===== src/common/clk_switch_pkg.sv =====
// Shared constants and types for the clock switch sequencer
package clk_switch_pkg;

  localparam int ADDR_W = 12;

  localparam logic [ADDR_W-1:0] OSC_CONTROL_OFF = 12'h000;
  localparam logic [ADDR_W-1:0] POSTSCALE_OFF   = 12'h004;
  localparam logic [ADDR_W-1:0] TRIM_OFF        = 12'h008;
  localparam logic [ADDR_W-1:0] DIVIDER_OFF     = 12'h00c;

  localparam logic [7:0] HIGH_KEY_FIRST  = 8'h78;
  localparam logic [7:0] HIGH_KEY_SECOND = 8'h9a;
  localparam logic [7:0] LOW_KEY_FIRST   = 8'h46;
  localparam logic [7:0] LOW_KEY_SECOND  = 8'h57;

  localparam int CUR_LSB    = 12;
  localparam int NEW_LSB    = 8;
  localparam int LOCK_BIT   = 5;
  localparam int FAIL_BIT   = 3;
  localparam int KEEPON_BIT = 1;
  localparam int REQ_BIT    = 0;
  localparam int TRIM_LSB   = 7;
  localparam int TRIM_W     = 9;
  localparam int POST_LSB   = 6;
  localparam int DIV_W      = 15;

  localparam logic [DIV_W-1:0]  DIV_RESET  = 15'h0001;
  localparam logic [TRIM_W-1:0] TRIM_RESET = 9'h000;
  localparam logic [1:0]        POST_RESET = 2'h0;

  localparam int SETTLE_CYCLES = 10;

  localparam int PLL_REF_MHZ   = 4;
  localparam int PLL_VCO_MHZ   = 96;
  localparam int PLL_FIXED_DIV = 3;
  localparam logic [3:0] PRESCALE_RATIO [0:7] =
    '{4'h1, 4'h2, 4'h3, 4'h4, 4'h5, 4'h6, 4'h8, 4'hc};
  localparam logic [3:0] RATIO_ONE = 4'h1;

  typedef logic [2:0] source_type;
  localparam source_type SRC_FAST_RC       = 3'h0;
  localparam source_type SRC_FAST_RC_PLL   = 3'h1;
  localparam source_type SRC_PRIMARY       = 3'h2;
  localparam source_type SRC_PRIMARY_PLL   = 3'h3;
  localparam source_type SRC_SECONDARY     = 3'h4;
  localparam source_type SRC_LOW_POWER_RC  = 3'h5;
  localparam source_type SRC_FRAC_DIV      = 3'h7;

  localparam logic [1:0] SUB_EXT_CLOCK = 2'h0;

  typedef struct packed {
    logic fast_rc;
    logic primary;
    logic secondary;
    logic low_power_rc;
    logic pll;
  } osc_enable_type;

  typedef struct packed {
    logic startup_done;
    logic pll_locked;
    logic new_clock_tick;
    logic clock_failed;
  } osc_status_type;

  typedef enum logic [3:0] {
    ST_IDLE   = 4'b0001,
    ST_WAIT   = 4'b0010,
    ST_SETTLE = 4'b0100,
    ST_CHANGE = 4'b1000
  } switch_state_type;

endpackage : clk_switch_pkg


===== src/logic/clock_switch_pll_sequencer.sv =====
// Clock source switch sequencer with APB registers and PLL settings
//
// Local design decisions: the register offsets and the APB register port.
`timescale 1ns/1ps
`default_nettype none
module clock_switch_pll_sequencer
  import clk_switch_pkg::*;
#(
  parameter int SETTLE_TICKS = SETTLE_CYCLES
) (
  input  wire logic              pclk,
  input  wire logic              presetn,
  input  wire logic              psel,
  input  wire logic              penable,
  input  wire logic              pwrite,
  input  wire logic [ADDR_W-1:0] paddr,
  input  wire logic [31:0]       pwdata,
  input  wire logic [3:0]        pstrb,
  output logic      [31:0]       prdata,
  output logic                   pready,
  output logic                   pslverr,
  input  wire logic              switch_permit_cfg,
  input  wire source_type        boot_source_cfg,
  input  wire logic [1:0]        primary_submode_cfg,
  input  wire logic [3:0]        pll_prescale_cfg,
  input  wire logic              watchdog_enable,
  input  wire osc_status_type    osc_status,
  output osc_enable_type         osc_enable,
  output source_type             sys_source,
  output logic      [3:0]        pll_prescale_div,
  output logic      [3:0]        sys_postscale_div,
  output logic      [23:0]       ref_half_period
);
  switch_state_type     state;
  switch_state_type     next_state;
  source_type           current_source_sel;
  source_type           new_source_sel;
  source_type           next_current;
  source_type           next_new;
  logic                 lock_status;
  logic                 clock_fail_flag;
  logic                 secondary_keepon;
  logic                 switch_request;
  logic                 next_lock;
  logic                 next_fail;
  logic                 next_keepon;
  logic                 next_request;
  logic [TRIM_W-1:0]    trim;
  logic [DIV_W-1:0]     divider;
  logic [1:0]           sys_postscale_sel;
  logic [TRIM_W-1:0]    next_trim;
  logic [DIV_W-1:0]     next_divider;
  logic [1:0]           next_postscale;
  logic [31:0]          next_prdata;
  osc_enable_type       next_enable;
  logic [3:0]           next_prescale_div;
  logic [3:0]           next_postscale_div;
  logic                 access;
  logic                 wr;
  logic                 mapped;
  logic                 ctl_write;
  logic                 high_armed;
  logic                 low_armed;
  logic                 high_write;
  logic                 low_write;
  logic                 switching_on;
  logic                 target_ready;
  logic                 settle_done;
  logic                 start_switch;
  logic                 equal_request;
  logic [15:0]          ctl_value;

  function automatic osc_enable_type needs(input source_type src);
    osc_enable_type e;
    e              = '0;
    e.fast_rc      = (src == SRC_FAST_RC) || (src == SRC_FAST_RC_PLL) || (src == SRC_FRAC_DIV);
    e.primary      = (src == SRC_PRIMARY) || (src == SRC_PRIMARY_PLL);
    e.pll          = (src == SRC_FAST_RC_PLL) || (src == SRC_PRIMARY_PLL);
    e.secondary    = (src == SRC_SECONDARY);
    e.low_power_rc = (src == SRC_LOW_POWER_RC);
    return e;
  endfunction : needs

  // APB decode, zero wait states
  assign access    = psel && penable;
  assign wr        = access && pwrite;
  assign mapped    = (paddr == OSC_CONTROL_OFF) || (paddr == POSTSCALE_OFF) ||
                     (paddr == TRIM_OFF) || (paddr == DIVIDER_OFF);
  assign pready    = 1'b1;
  assign pslverr   = access && !mapped;
  assign ctl_write = wr && (paddr == OSC_CONTROL_OFF);

  unlock_keys #(
    .FIRST_KEY  (HIGH_KEY_FIRST),
    .SECOND_KEY (HIGH_KEY_SECOND)
  ) high_keys (
    .pclk       (pclk),
    .presetn    (presetn),
    .access     (access),
    .lane_write (ctl_write && pstrb[1]),
    .lane_data  (pwdata[15:8]),
    .armed      (high_armed)
  );

  unlock_keys #(
    .FIRST_KEY  (LOW_KEY_FIRST),
    .SECOND_KEY (LOW_KEY_SECOND)
  ) low_keys (
    .pclk       (pclk),
    .presetn    (presetn),
    .access     (access),
    .lane_write (ctl_write && pstrb[0]),
    .lane_data  (pwdata[7:0]),
    .armed      (low_armed)
  );

  // high byte written only right after its keys
  assign high_write = ctl_write && pstrb[1] && high_armed;
  // low byte written only right after its keys
  assign low_write  = ctl_write && pstrb[0] && low_armed;

  assign switching_on = !switch_permit_cfg;

  // crystal start-up timer and PLL lock gate readiness
  assign target_ready =
    (!needs(new_source_sel).primary || primary_submode_cfg == SUB_EXT_CLOCK ||
     osc_status.startup_done) &&
    (!needs(new_source_sel).pll || osc_status.pll_locked);

  assign equal_request = (state == ST_IDLE) && switch_request &&
                         (new_source_sel == current_source_sel);
  assign start_switch  = (state == ST_IDLE) && switch_request && switching_on &&
                         (new_source_sel != current_source_sel);

  // ten ticks of the new clock
  settle_counter #(
    .WIDTH  (4),
    .TARGET (SETTLE_TICKS)
  ) settle (
    .pclk    (pclk),
    .presetn (presetn),
    .clear   (state != ST_SETTLE),
    .tick    (osc_status.new_clock_tick),
    .done    (settle_done)
  );

  always_comb begin
    next_state = state;
    unique case (state)
      ST_IDLE: begin
        if (start_switch) begin
          next_state = ST_WAIT;
        end
      end
      ST_WAIT: begin
        if (target_ready) begin
          next_state = ST_SETTLE;
        end
      end
      ST_SETTLE: begin
        if (settle_done) begin
          next_state = ST_CHANGE;
        end
      end
      ST_CHANGE: begin
        next_state = ST_IDLE;
      end
    endcase
    // Software withdrawal or loss of permit abandons the switch
    if (!switch_request || !switching_on) begin
      next_state = ST_IDLE;
    end
  end

  always_comb begin
    next_current = current_source_sel;
    next_new     = new_source_sel;
    next_lock    = osc_enable.pll && osc_status.pll_locked;
    next_fail    = clock_fail_flag;
    next_keepon  = secondary_keepon;
    next_request = switch_request;
    if (high_write) begin
      next_new = pwdata[NEW_LSB +: 3];
    end
    if (low_write) begin
      next_keepon = pwdata[KEEPON_BIT];
      next_fail   = clock_fail_flag && pwdata[FAIL_BIT];
    end
    if (equal_request) begin
      next_request = 1'b0;
    end
    // changeover commits and clears the request
    if (state == ST_CHANGE) begin
      next_current = new_source_sel;
      next_request = 1'b0;
    end
    if (low_write) begin
      next_request = pwdata[REQ_BIT] || (switch_request && next_request);
      if (!pwdata[REQ_BIT]) begin
        next_request = 1'b0;
      end
    end
    // valid start clears lock and fail
    if (start_switch) begin
      next_lock = 1'b0;
      next_fail = 1'b0;
    end
    // fail-safe monitor only with switching on; set wins
    if (switching_on && osc_status.clock_failed) begin
      next_fail = 1'b1;
    end
    // current follows boot config; request held low
    if (!switching_on) begin
      next_current = boot_source_cfg;
      next_request = 1'b0;
    end
  end

  // old source dropped, keep LOW_POWER_RC_OSC with watchdog or switching on, and kept-on secondary
  always_comb begin
    next_enable = needs(current_source_sel);
    if (state != ST_IDLE) begin
      next_enable = next_enable | needs(new_source_sel);
    end
    if (state == ST_CHANGE) begin
      next_enable = needs(new_source_sel);
    end
    next_enable.low_power_rc = next_enable.low_power_rc || watchdog_enable || switching_on;
    next_enable.secondary    = next_enable.secondary || secondary_keepon;
  end

  always_comb begin
    next_trim      = trim;
    next_divider   = divider;
    next_postscale = sys_postscale_sel;
    if (wr && paddr == TRIM_OFF) begin
      if (pstrb[0]) begin
        next_trim[0] = pwdata[TRIM_LSB];
      end
      if (pstrb[1]) begin
        next_trim[TRIM_W-1:1] = pwdata[15:8];
      end
    end
    if (wr && paddr == DIVIDER_OFF) begin
      if (pstrb[0]) begin
        next_divider[7:0] = pwdata[7:0];
      end
      if (pstrb[1]) begin
        next_divider[DIV_W-1:8] = pwdata[14:8];
      end
    end
    if (wr && paddr == POSTSCALE_OFF && pstrb[0]) begin
      next_postscale = pwdata[POST_LSB +: 2];
    end
  end

  always_comb begin
    next_prescale_div = RATIO_ONE;
    if (!pll_prescale_cfg[3]) begin
      next_prescale_div = PRESCALE_RATIO[pll_prescale_cfg[2:0]];
    end
    // postscale divide by 1, 2, 4, 8
    next_postscale_div = RATIO_ONE << sys_postscale_sel;
  end

  // request bit reads zero when switching is off
  assign ctl_value = {1'b0, current_source_sel, 1'b0, new_source_sel, 2'b00,
                      lock_status, 1'b0, clock_fail_flag, 1'b0, secondary_keepon,
                      switch_request && switching_on};

  always_comb begin
    next_prdata = prdata;
    if (psel && !penable) begin
      next_prdata = 32'h0000_0000;
      unique case (paddr)
        OSC_CONTROL_OFF: next_prdata[15:0] = ctl_value;
        POSTSCALE_OFF:   next_prdata[POST_LSB +: 2] = sys_postscale_sel;
        TRIM_OFF:        next_prdata[TRIM_LSB +: TRIM_W] = trim;
        DIVIDER_OFF:     next_prdata[DIV_W-1:0] = divider;
        default:         next_prdata = 32'h0000_0000;
      endcase
    end
  end

  // system source changes at changeover, or follows boot config when switching is off, never stopped
  assign sys_source = current_source_sel;

  always_ff @(posedge pclk or negedge presetn) begin
    if (!presetn) begin
      state              <= ST_IDLE;
      current_source_sel <= SRC_FAST_RC;
      new_source_sel     <= SRC_FAST_RC;
      lock_status        <= 1'b0;
      clock_fail_flag    <= 1'b0;
      secondary_keepon   <= 1'b0;
      switch_request     <= 1'b0;
      trim               <= TRIM_RESET;
      divider            <= DIV_RESET;
      sys_postscale_sel  <= POST_RESET;
      prdata             <= 32'h0000_0000;
      osc_enable         <= '0;
      pll_prescale_div   <= RATIO_ONE;
      sys_postscale_div  <= RATIO_ONE;
      ref_half_period    <= 24'h000000;
    end else begin
      state              <= next_state;
      current_source_sel <= next_current;
      new_source_sel     <= next_new;
      lock_status        <= next_lock;
      clock_fail_flag    <= next_fail;
      secondary_keepon   <= next_keepon;
      switch_request     <= next_request;
      trim               <= next_trim;
      divider            <= next_divider;
      sys_postscale_sel  <= next_postscale;
      prdata             <= next_prdata;
      osc_enable         <= next_enable;
      pll_prescale_div   <= next_prescale_div;
      sys_postscale_div  <= next_postscale_div;
      ref_half_period    <= {divider, trim};
    end
  end
endmodule : clock_switch_pll_sequencer
`default_nettype wire


===== src/logic/unlock_keys.sv =====
// Two-key unlock that arms one following byte write
`timescale 1ns/1ps
`default_nettype none
module unlock_keys #(
  parameter logic [7:0] FIRST_KEY  = 8'h00,
  parameter logic [7:0] SECOND_KEY = 8'h00
) (
  input  wire logic       pclk,
  input  wire logic       presetn,
  input  wire logic       access,
  input  wire logic       lane_write,
  input  wire logic [7:0] lane_data,
  output logic            armed
);
  logic got_first;
  logic next_got_first;
  logic next_armed;

  always_comb begin
    next_got_first = got_first;
    next_armed     = armed;
    if (access) begin
      next_got_first = 1'b0;
      next_armed     = 1'b0;
      if (lane_write && !armed) begin
        if (!got_first && lane_data == FIRST_KEY) begin
          next_got_first = 1'b1;
        end else if (got_first && lane_data == SECOND_KEY) begin
          next_armed = 1'b1;
        end
      end
    end
  end

  always_ff @(posedge pclk or negedge presetn) begin
    if (!presetn) begin
      got_first <= 1'b0;
      armed     <= 1'b0;
    end else begin
      got_first <= next_got_first;
      armed     <= next_armed;
    end
  end
endmodule : unlock_keys
`default_nettype wire


===== src/logic/settle_counter.sv =====
// Counts new-clock ticks up to a target
`timescale 1ns/1ps
`default_nettype none
module settle_counter #(
  parameter int WIDTH  = 4,
  parameter int TARGET = 10
) (
  input  wire logic pclk,
  input  wire logic presetn,
  input  wire logic clear,
  input  wire logic tick,
  output logic      done
);
  logic [WIDTH-1:0] count;
  logic [WIDTH-1:0] next_count;

  assign done = (count == TARGET[WIDTH-1:0]);

  always_comb begin
    next_count = count;
    if (clear) begin
      next_count = '0;
    end else if (tick && !done) begin
      next_count = count + 1'b1;
    end
  end

  always_ff @(posedge pclk or negedge presetn) begin
    if (!presetn) begin
      count <= '0;
    end else begin
      count <= next_count;
    end
  end
endmodule : settle_counter
`default_nettype wire


===== config.mk =====
export PLATFORM = sky130hd
export DESIGN_NAME = clock_switch_pll_sequencer
export DESIGN_NICKNAME = d
export VERILOG_FILES = /design/src/common/clk_switch_pkg.sv /design/src/logic/clock_switch_pll_sequencer.sv /design/src/logic/unlock_keys.sv /design/src/logic/settle_counter.sv
export SDC_FILE = /design/constraint.sdc
export NUM_CORES = 1
export LEC_CHECK = 0
export ABC_CLOCK_PERIOD_IN_PS = 2300
export BUFFER_PORTS_ARGS = -buffer_cell sky130_fd_sc_hd__buf_2
export CAP_MARGIN = 40
export CELL_PAD_IN_SITES_DETAIL_PLACEMENT = 0
export CELL_PAD_IN_SITES_GLOBAL_PLACEMENT = 1
export CORE_ASPECT_RATIO = 2
export CORE_MARGIN = 2
export CORE_UTILIZATION = 35
export DETAILED_ROUTE_END_ITERATION = 12
export PLACE_DENSITY = 0.72
export SYNTH_ARGS = -nofsm -noshare
export SYNTH_HDL_FRONTEND = slang
export SYNTH_SLANG_ARGS = --single-unit

===== constraint.sdc =====
create_clock -name pclk -period 2.3 [get_ports pclk]
set_input_delay 0.115 -clock pclk [delete_from_list [all_inputs] [get_ports pclk]]
set_output_delay 0.115 -clock pclk [all_outputs]
set_load 0.02 [all_outputs]

# After elaboration in Yosys (flattened, before gate mapping)
# Memory sizes are Yosys's and may differ from the RTL's.
# Index checks and enable logic that the tools add are counted.
# word_totals
register_bits	101
out_inout_bits	74
input_bits	68
rom_bits	32
word_cells	173
n_memories	1
# op_classes
n_shift	1
reduce_logical	72
mux	38
n_eq_ne	31
n_lt_le_gt_ge	1
addsub	1
bitwise	2
# memory_table
memory	depth	width	rd	rd_ports_with_merged_regs	wr	line	source
(no name shown)	8	4	1	0	0	clock_switch_pll_sequencer.sv:260	next_prescale_div = PRESCALE_RATIO[pll_prescale_cfg[2:0]];
# ops
cell	n
4-bit two-way mux	9
1-bit logical AND	30
12-bit by 4-bit equality test with 1-bit output, second input constant	2
8-bit by 7-bit equality test with 1-bit output, second input constant	3
7-bit one-hot mux with 3 select lines	1
1-bit two-way mux	20
1-bit logical OR	19
3-bit equality test, second input constant	6
4-bit one-hot mux with 4 select lines	1
12-bit by 3-bit equality test with 1-bit output, second input constant	1
3-bit by 2-bit equality test with 1-bit output, second input constant	4
12-bit zero test	1
6-bit one-hot mux with 2 select lines	1
1-bit zero test	11
5-bit two-way mux	2
4-bit equality test, second input constant	2
8-bit equality test, second input constant	1
2-bit AND reduction	4
3-bit by 1-bit equality test with 1-bit output, second input constant	2
3-bit zero test	2
3-bit two-way mux	2
3-bit by 2-bit inequality test with 1-bit output, second input constant	2
5-bit OR	1
4-bit by 1-bit adder with 4-bit output, second input constant	1
other kinds (17)	18

# Longest topological paths before layout
# Gate-level depths: netlist of run 1.
# depth
ltp_word	10
ltp_mapped	6
depth_no_buf	6

# Modules after synthesis
# Synthesis of run 1 repeated with hierarchy kept, for this count alone.
# hier_totals
cells_unflattened	379
area_unflattened_um2	4463.0
# by_module_without_submodules
module	n_inst	cells_per_inst	seq_area_each_um2	area_each_um2
clock_switch_pll_sequencer	1	333	2332.2	3992.6
settle_counter	1	23	100.1	232.7
unlock_keys (high_keys)	1	13	50.0	120.1
unlock_keys (low_keys)	1	10	50.0	117.6

# Worst setup path before layout of run 1
# OpenSTA, ideal clock, no wires.
# synth_path
path_kind	register to register
from	reg state[0]
to	reg osc_enable[1] (netlist bit)
setup_ps	139
stages_incl_launch_ff	4
arrival_time_ps	1836
slack_ps	325
period_less_slack_ps	1975
required_ps	2161
path_buffers	0
path_cell_list	dfstp_2 or4b_2 and4b_1 or4b_1
# synth_rtl
element	line	source
start, declared	clock_switch_pll_sequencer.sv:34	switch_state_type state;
start signal, assigned	clock_switch_pll_sequencer.sv:306	state <= next_state;
end signal, assigned	clock_switch_pll_sequencer.sv:317	osc_enable <= next_enable;
end, declared	clock_switch_pll_sequencer.sv:28	output osc_enable_type osc_enable,

==> flow_metrics.py, run 1 <==
metrics = {
    "status": {
        "status": "completed",
    },
    "die": {
        "coreArea_um2": 12200,
        "rows": 57,
        "die_w_um": 83.1,
        "start_util": 0.359,
        "pin_count": 142,
        "die_y_um": 162,
        "die_area_um2": 13500,
    },
    "place": {
        "io_buffers": 106,
        "hpwlAfterDp_mm": 8.47,
        "routabilityCongestion": 0.798,
    },
    "yosys": {
        "synth.avg_cell_area_um2": 11.9,
        "synthFlopType": "dfrtp_1",
        "yosysTopAreaCell": "dfrtp_1",
        "synth_edf_count": 0,
        "synthTopCellsByArea": "dfrtp_1 (55%), mux2_2 (8.2%), buf_4 (3.4%)",
        "yosysWarnings": 0,
        "synthCells": 369,
        "ys_types": 54,
        "syn_area_um2": 4380,
        "ys_ff_latch": 101,
        "yosysSeqAreaShare": 0.579,
        "synth_top_area_frac": 0.555,
        "async_flop_share": 1.00,
    },
    "final_layout": {
        "nets": 558,
        "fin_util": 0.444,
        "num_antenna_cells": 0,
        "drive_gt1_frac": 0.365,
        "syn2layout_area_growth_pct": 23.8,
    },
    "pwr": {
        "p_comb_frac": 0.076,
        "swShare": 0.238,
        "power_frac_seq": 0.498,
        "power_leakage_nw": 2.75,
        "vdd_drop_max_v": 0.000375,
        "internal_power_mw": 2.77,
        "power.switching_uw": 868,
        "power_density_nw_per_um2": 672,
        "p_clk_frac": 0.426,
        "finalPower_mw": 3.64,
    },
    "clock_network": {
        "cts.sinks": 101,
        "root_buffer": "clkbuf_16",
        "cts_tree": "done",
        "cts.htree.levels": 3,
        "cts.clk_slew.worst_paths_ns": 0.07,
        "clk_path_buf_depth": 2,
        "cts_resized": 0,
        "clk_latency_ns": 0.35,
        "postCtsSetupBuffers": 0,
        "cts_inserted_buffers": 9,
        "hold_buffers": 6,
    },
    "global_route": {
        "antenna_found_initial": 0,
        "grt_max_degree": 43,
        "grt_pass1_wl_mm": 17.1,
        "grt_pass1_vias": 3298,
        "grt_usage": 0.166,
        "overflow": 0,
    },
    "detailed_routing": {
        "drt_wl_total_mm": 10.8,
        "drt-initial-drc-count": 142,
        "vias": 3222,
        "vias_per_cell": 5.05,
        "wire_per_inst_um": 17.0,
        "first_pass_iters": 4,
        "drtAntennaViolNets": 0,
        "post-route-drc-count": 0,
    },
    "critical_path": {
        "worst-path-max-fanout": 6,
        "worstPathRequired_ns": 2.52,
        "crit_type": "reg -> reg",
        "start_kind": "register",
        "critPathArrivalTime_ns": 2.31,
        "end_kind": "register",
    },
    "timing": {
        "worst_pin_slew_ns": 0.547,
        "skew_ns": 0.00572,
        "timing.final.crit_share": 0.909,
        "period_needed_ns": 2.09,
        "timing.slew.headroom": 0.630,
        "hold_viol": 0,
        "fin_hold_ws_ns": 0.0168,
        "finalMaxSlewViolations": 0,
        "setup_violations": 0,
        "clock.fmax_mhz": 479,
        "setup-tns-final_ns": 0,
        "rsz0062_at_grt": "false",
    },
    "min_path": {
        "min_path_type": "in -> reg",
    },
    "flow_run": {
        "maxCapViolations": 0,
    },
}
## state kept, by name (all words and copies together), names as in the netlist, 2 cells and up
name               count
osc_enable             5
ref_half_period       24
sys_source             3
trim                   9
sys_postscale_sel      2
prdata                16
pll_prescale_div       4
divider               15
state                  4
sys_postscale_div      4
settle.count           4
new_source_sel         3
## critical path, cell delays in order (launching register included)
cell	delay [ns]
dfstp_2	0.58
or4b_2	0.65
and4b_1	0.23
or4b_1	0.50
## per-layer routing
metal	part of all wire	global-route usage
met1	0.36	0.173
met2	0.58	0.313
met3	0.035	0.0290
met4	0.028	0.0835
met5	0	0
## power by group through the flow
stage	clock network, mW	registers [mW]	logic [mW]
floorplan	0	1.85	0.141
global placement	0	1.85	0.269
detailed placement	0	1.85	0.272
CTS	1.59	1.81	0.281
global route	1.65	1.82	0.304
finish	1.55	1.81	0.276
## final cells by class
class / count / area, µm²
Inverter: 6 / 22.5
Tap cell: 147 / 184
Fill cell: 1183 / 6780
Multi-Input combinational cell: 243 / 1670
Timing Repair Buffer: 125 / 703
Clock buffer: 12 / 246
Clock inverter: 4 / 56.3
Sequential cell: 101 / 2530
## through the flow
stage	setup WS [ns]	cell area, µm²	cells
after floorplan	0.325	4430	384
after global placement	0.223	5060	616
after detailed placement	0.183	5060	616
after CTS	0.229	5420	638
after global routing	0.147	5420	638
final	0.210	5420	638
## cell usage in the layout (no fill, tap or decap), drive strengths merged, types with 2 or more instances in the layout
cell / n
a22oi: 5
dfrtp: 97
nor4b: 6
nand2: 31
or4: 3
mux2i: 6
xor2: 2
buf: 119
dfstp: 4
and3: 2
dlygate4sd3: 6
or3: 3
or2: 2
nor4: 7
nand2b: 6
or4b: 3
a21oi: 8
ha: 4
nand3: 16
mux2: 32
o31ai: 4
clkinv: 2
nor2: 18
a2bb2oi: 6
nor2b: 8
conb: 17
a22o: 4
nand4: 6
o2bb2ai: 2
nor4bb: 2
xnor2: 4
nor3b: 2
clkbuf: 12
nor3: 4
inv: 7
o21ai: 16
## cells by family after synthesis
group / count (synthesis) / share of synthesized area
XOR/XNOR: 6 / 0.0120
flip-flops: 101 / 0.579
AO/OA/AOI/OAI: 54 / 0.0838
buffers and inverters: 40 / 0.0515
AND/OR/NAND/NOR: 124 / 0.165
other: 2 / 0.00172
adder cells (fa/ha/maj): 4 / 0.0114
multiplexers: 38 / 0.0961
## final timing paths
| path | startpoint | endpoint | slack (ns) | cells past startpoint |
|---|---|---|---|---|
| worst max-delay path | state[0] | osc_enable[1] | 0.21 | 3 |
| worst min-delay path | pll_prescale_cfg[1] | pll_prescale_div[3] | 0.02 | 3 |
| worst max register to register | state[0] | osc_enable[1] | 0.21 | 3 |
| worst min register to register | divider[1] | ref_half_period[10] | 0.40 | 0 |
| max in group asynchronous | presetn | trim[2] | 1.26 | 3 |
| min in group asynchronous | presetn | prdata[4] | 0.29 | 2 |
## synth_stat cells (2+ instances only)
library cell	n
dfstp_2	4
nand2_1	31
nor4bb_1	2
nor3_1	4
ha_1	4
or2_2	2
conb_1	2
xor2_1	2
nor2_1	18
and3_1	2
o31ai_1	4
mux2i_1	6
a22oi_1	5
a2bb2oi_1	6
nor4b_2	2
xnor2_1	4
nor4_1	5
or3_1	3
nand3_1	15
clkbuf_1	14
nor4b_1	4
buf_4	20
or4_1	2
or4b_2	2
o21ai_0	16
o2bb2ai_1	2
a22o_1	4
mux2_2	32
nor3b_1	2
nand4_1	6
nand2b_1	6
a21oi_1	8
dfrtp_1	97
inv_1	6
nor2b_1	8
(Power assumes the default switching activity.)
==> run 2: changes to the inputs <==
Settings changed: BUFFER_PORTS_ARGS -buffer_cell sky130_fd_sc_hd__buf_2 to default, DONT_BUFFER_PORTS from default to 1, PLACE_DENSITY 0.72 to 0.6.
==> run 2 against run 1 <==
Effect of this change: the flow now finishes with violations (hold timing); flip-flop and latch count did not move; combinational power fell by 38%; critical path depth did not move; total power fell by 1.1%; sequential share of layout area rose by 3.1 points; sequential power barely moved.
==> flow_metrics.py, run 2 (same netlist as run 1, synthesis figures left out) <==
metrics = {
    "status": {
        "status": "finished with violations",
        "violations": "hold timing",
    },
    "place": {
        "hpwlAfterDp_mm": 7.80,
        "io_buffers": 0,
        "routabilityCongestion": 0.748,
    },
    "clock_network": {
        "cts_inserted_buffers": 9,
        "cts_tree": "done",
        "hold_buffers": 29,
        "cts.clk_slew.worst_paths_ns": 0.07,
        "cts.htree.levels": 3,
        "cts_resized": 0,
        "cts.sinks": 101,
        "clk_latency_ns": 0.34,
        "postCtsSetupBuffers": 0,
        "clk_path_buf_depth": 2,
        "root_buffer": "clkbuf_16",
    },
    "final_layout": {
        "syn2layout_area_growth_pct": 16.0,
        "regMostFlops": "ref_half_period",
        "drive_gt1_frac": 0.174,
        "largestRegisters": "ref_half_period: 24 flops, prdata: 16 flops, divider: 15 flops",
        "final_common_cell": "dfrtp_1",
        "num_antenna_cells": 0,
        "largest_reg_flops": 24,
        "num-fill-cells": 1186,
        "mostFrequentLayoutCells": "dfrtp_1 (97), mux2_2 (32), nand2_1 (31), dlygate4sd3_1 (29), nor2_1 (18)",
        "nets": 470,
    },
    "pwr": {
        "p_comb_frac": 0.047,
        "swShare": 0.233,
        "internal_power_mw": 2.76,
        "power_leakage_nw": 2.34,
        "power_frac_seq": 0.510,
        "power_density_nw_per_um2": 709,
        "vdd_drop_max_v": 0.000433,
        "p_clk_frac": 0.443,
        "power.switching_uw": 838,
    },
    "critical_path": {
        "end_kind": "register",
        "worst-path-max-fanout": 6,
        "crit_type": "reg -> reg",
        "crit_slowest_cell": "or4b_2",
        "max_stage_delay_ns": 0.65,
        "critPathTopFamily": "simple AND/OR/NAND/NOR gates",
        "critPathBufInv": 0,
        "start_kind": "register",
        "cp_cell_sequence": "or4b_2, and4b_1, or4b_1",
        "worstPathRequired_ns": 2.52,
        "critPathArrivalTime_ns": 2.28,
    },
    "timing": {
        "clock.fmax_mhz": 486,
        "skew_ns": 0.00707,
        "setup_violations": 0,
        "finalMaxSlewViolations": 0,
        "setup-tns-final_ns": 0,
        "timing.final.crit_share": 0.895,
        "worst_pin_slew_ns": 0.722,
        "period_needed_ns": 2.06,
        "fin_hold_ws_ns": -0.535,
        "rsz0062_at_grt": "false",
        "timing.slew.headroom": 0.517,
        "hold_viol": 101,
    },
    "die": {
        "die_w_um": 83.1,
        "pin_count": 142,
        "die_y_um": 162,
        "start_util": 0.359,
        "die_area_um2": 13500,
        "coreArea_um2": 12200,
        "rows": 57,
    },
    "global_route": {
        "grt_pass1_wl_mm": 17.1,
        "grt_max_degree": 102,
        "overflow": 0,
        "antenna_found_initial": 0,
        "grt_pass1_vias": 3081,
        "grt_usage": 0.166,
    },
    "flow_run": {
        "maxCapViolations": 0,
    },
    "detailed_routing": {
        "first_pass_iters": 4,
        "drt-initial-drc-count": 97,
        "vias": 2884,
        "vias_per_cell": 5.24,
        "post-route-drc-count": 0,
        "drt_wl_total_mm": 10.9,
        "top_layer": "met4",
        "wl_met1_mm": 3.83,
        "drtAntennaViolNets": 0,
        "dr_wl_met2_mm": 6.27,
        "wire_per_inst_um": 19.8,
        "wl_met3_um": 572,
    },
    "min_path": {
        "min_path_type": "in -> async",
    },
}
## run 2: changes by cell type in the layout (fill, tap and decap cells not counted), sizes merged
cell,before,now
buf,119,8
inv,7,10
clkbuf,12,10
clkinv,2,0
dlygate4sd3,6,29
clkinvlp,0,1
## run 2: worst paths after layout
path	startpoint	endpoint	slack (ns)	depth (start not counted)
hold reg to reg	trim[4]	ref_half_period[4]	0.39	0
hold / removal	presetn	pll_prescale_div[2]	-0.54	0
setup reg to reg	state[0]	osc_enable[1]	0.24	3
max in group asynchronous	presetn	sys_postscale_div[0]	2.60	0
min in group pclk	pll_prescale_cfg[0]	pll_prescale_div[0]	0.01	2
setup / recovery	state[0]	osc_enable[1]	0.24	3
## run 2: worst reg2reg max path, cell delays in order, from the launching register on
cell and delay [ns]:
dfstp_2 0.57, or4b_2 0.65, and4b_1 0.23, or4b_1 0.49
## run 2: per-layer routing
layer | up-vias | track usage
li1 | 1342 | -
met2 | 94 | 0.315
met1 | 1432 | 0.173
met4 | 0 | 0.0589
met5 | - | 0
met3 | 16 | 0.0452
## run 2: stage by stage
step / cells / setup WS [ns] / power, mW / cell area [µm²] / util
final: 550 / 0.241 / 3.60 / 5080 / 0.416
after global routing: 550 / 0.189 / 3.76 / 5080 / 0.416
after CTS: 550 / 0.227 / 3.65 / 5080 / 0.416
after detailed placement: 505 / 0.232 / 1.99 / 4470 / 0.367
after global placement: 505 / 0.235 / 1.99 / 4470 / 0.367
after floorplan: 384 / 0.325 / 1.99 / 4430 / -
## run 2: cell type report
class | instances | area [µm²] | share of cell area
clock inverter | 6 | 75.1 | 0.0148
timing repair buffer | 37 | 350 | 0.0690
multi-input combinational | 243 | 1670 | 0.330
clock buffer | 10 | 239 | 0.0471
sequential | 101 | 2530 | 0.499
tap | 147 | 184 | 0.0362
inverter | 6 | 22.5 | 0.00444
## run 2: power by group through the flow
| stage | combinational, mW | sequential, mW | clock (mW) |
|---|---|---|---|
| 6_report | 0.170 | 1.84 | 1.60 |
| 3_5_place_dp | 0.116 | 1.87 | 0 |
| 3_3_place_gp | 0.115 | 1.87 | 0 |
| 5_1_grt | 0.184 | 1.84 | 1.73 |
| 2_1_floorplan | 0.141 | 1.85 | 0 |
| 4_1_cts | 0.171 | 1.84 | 1.64 |
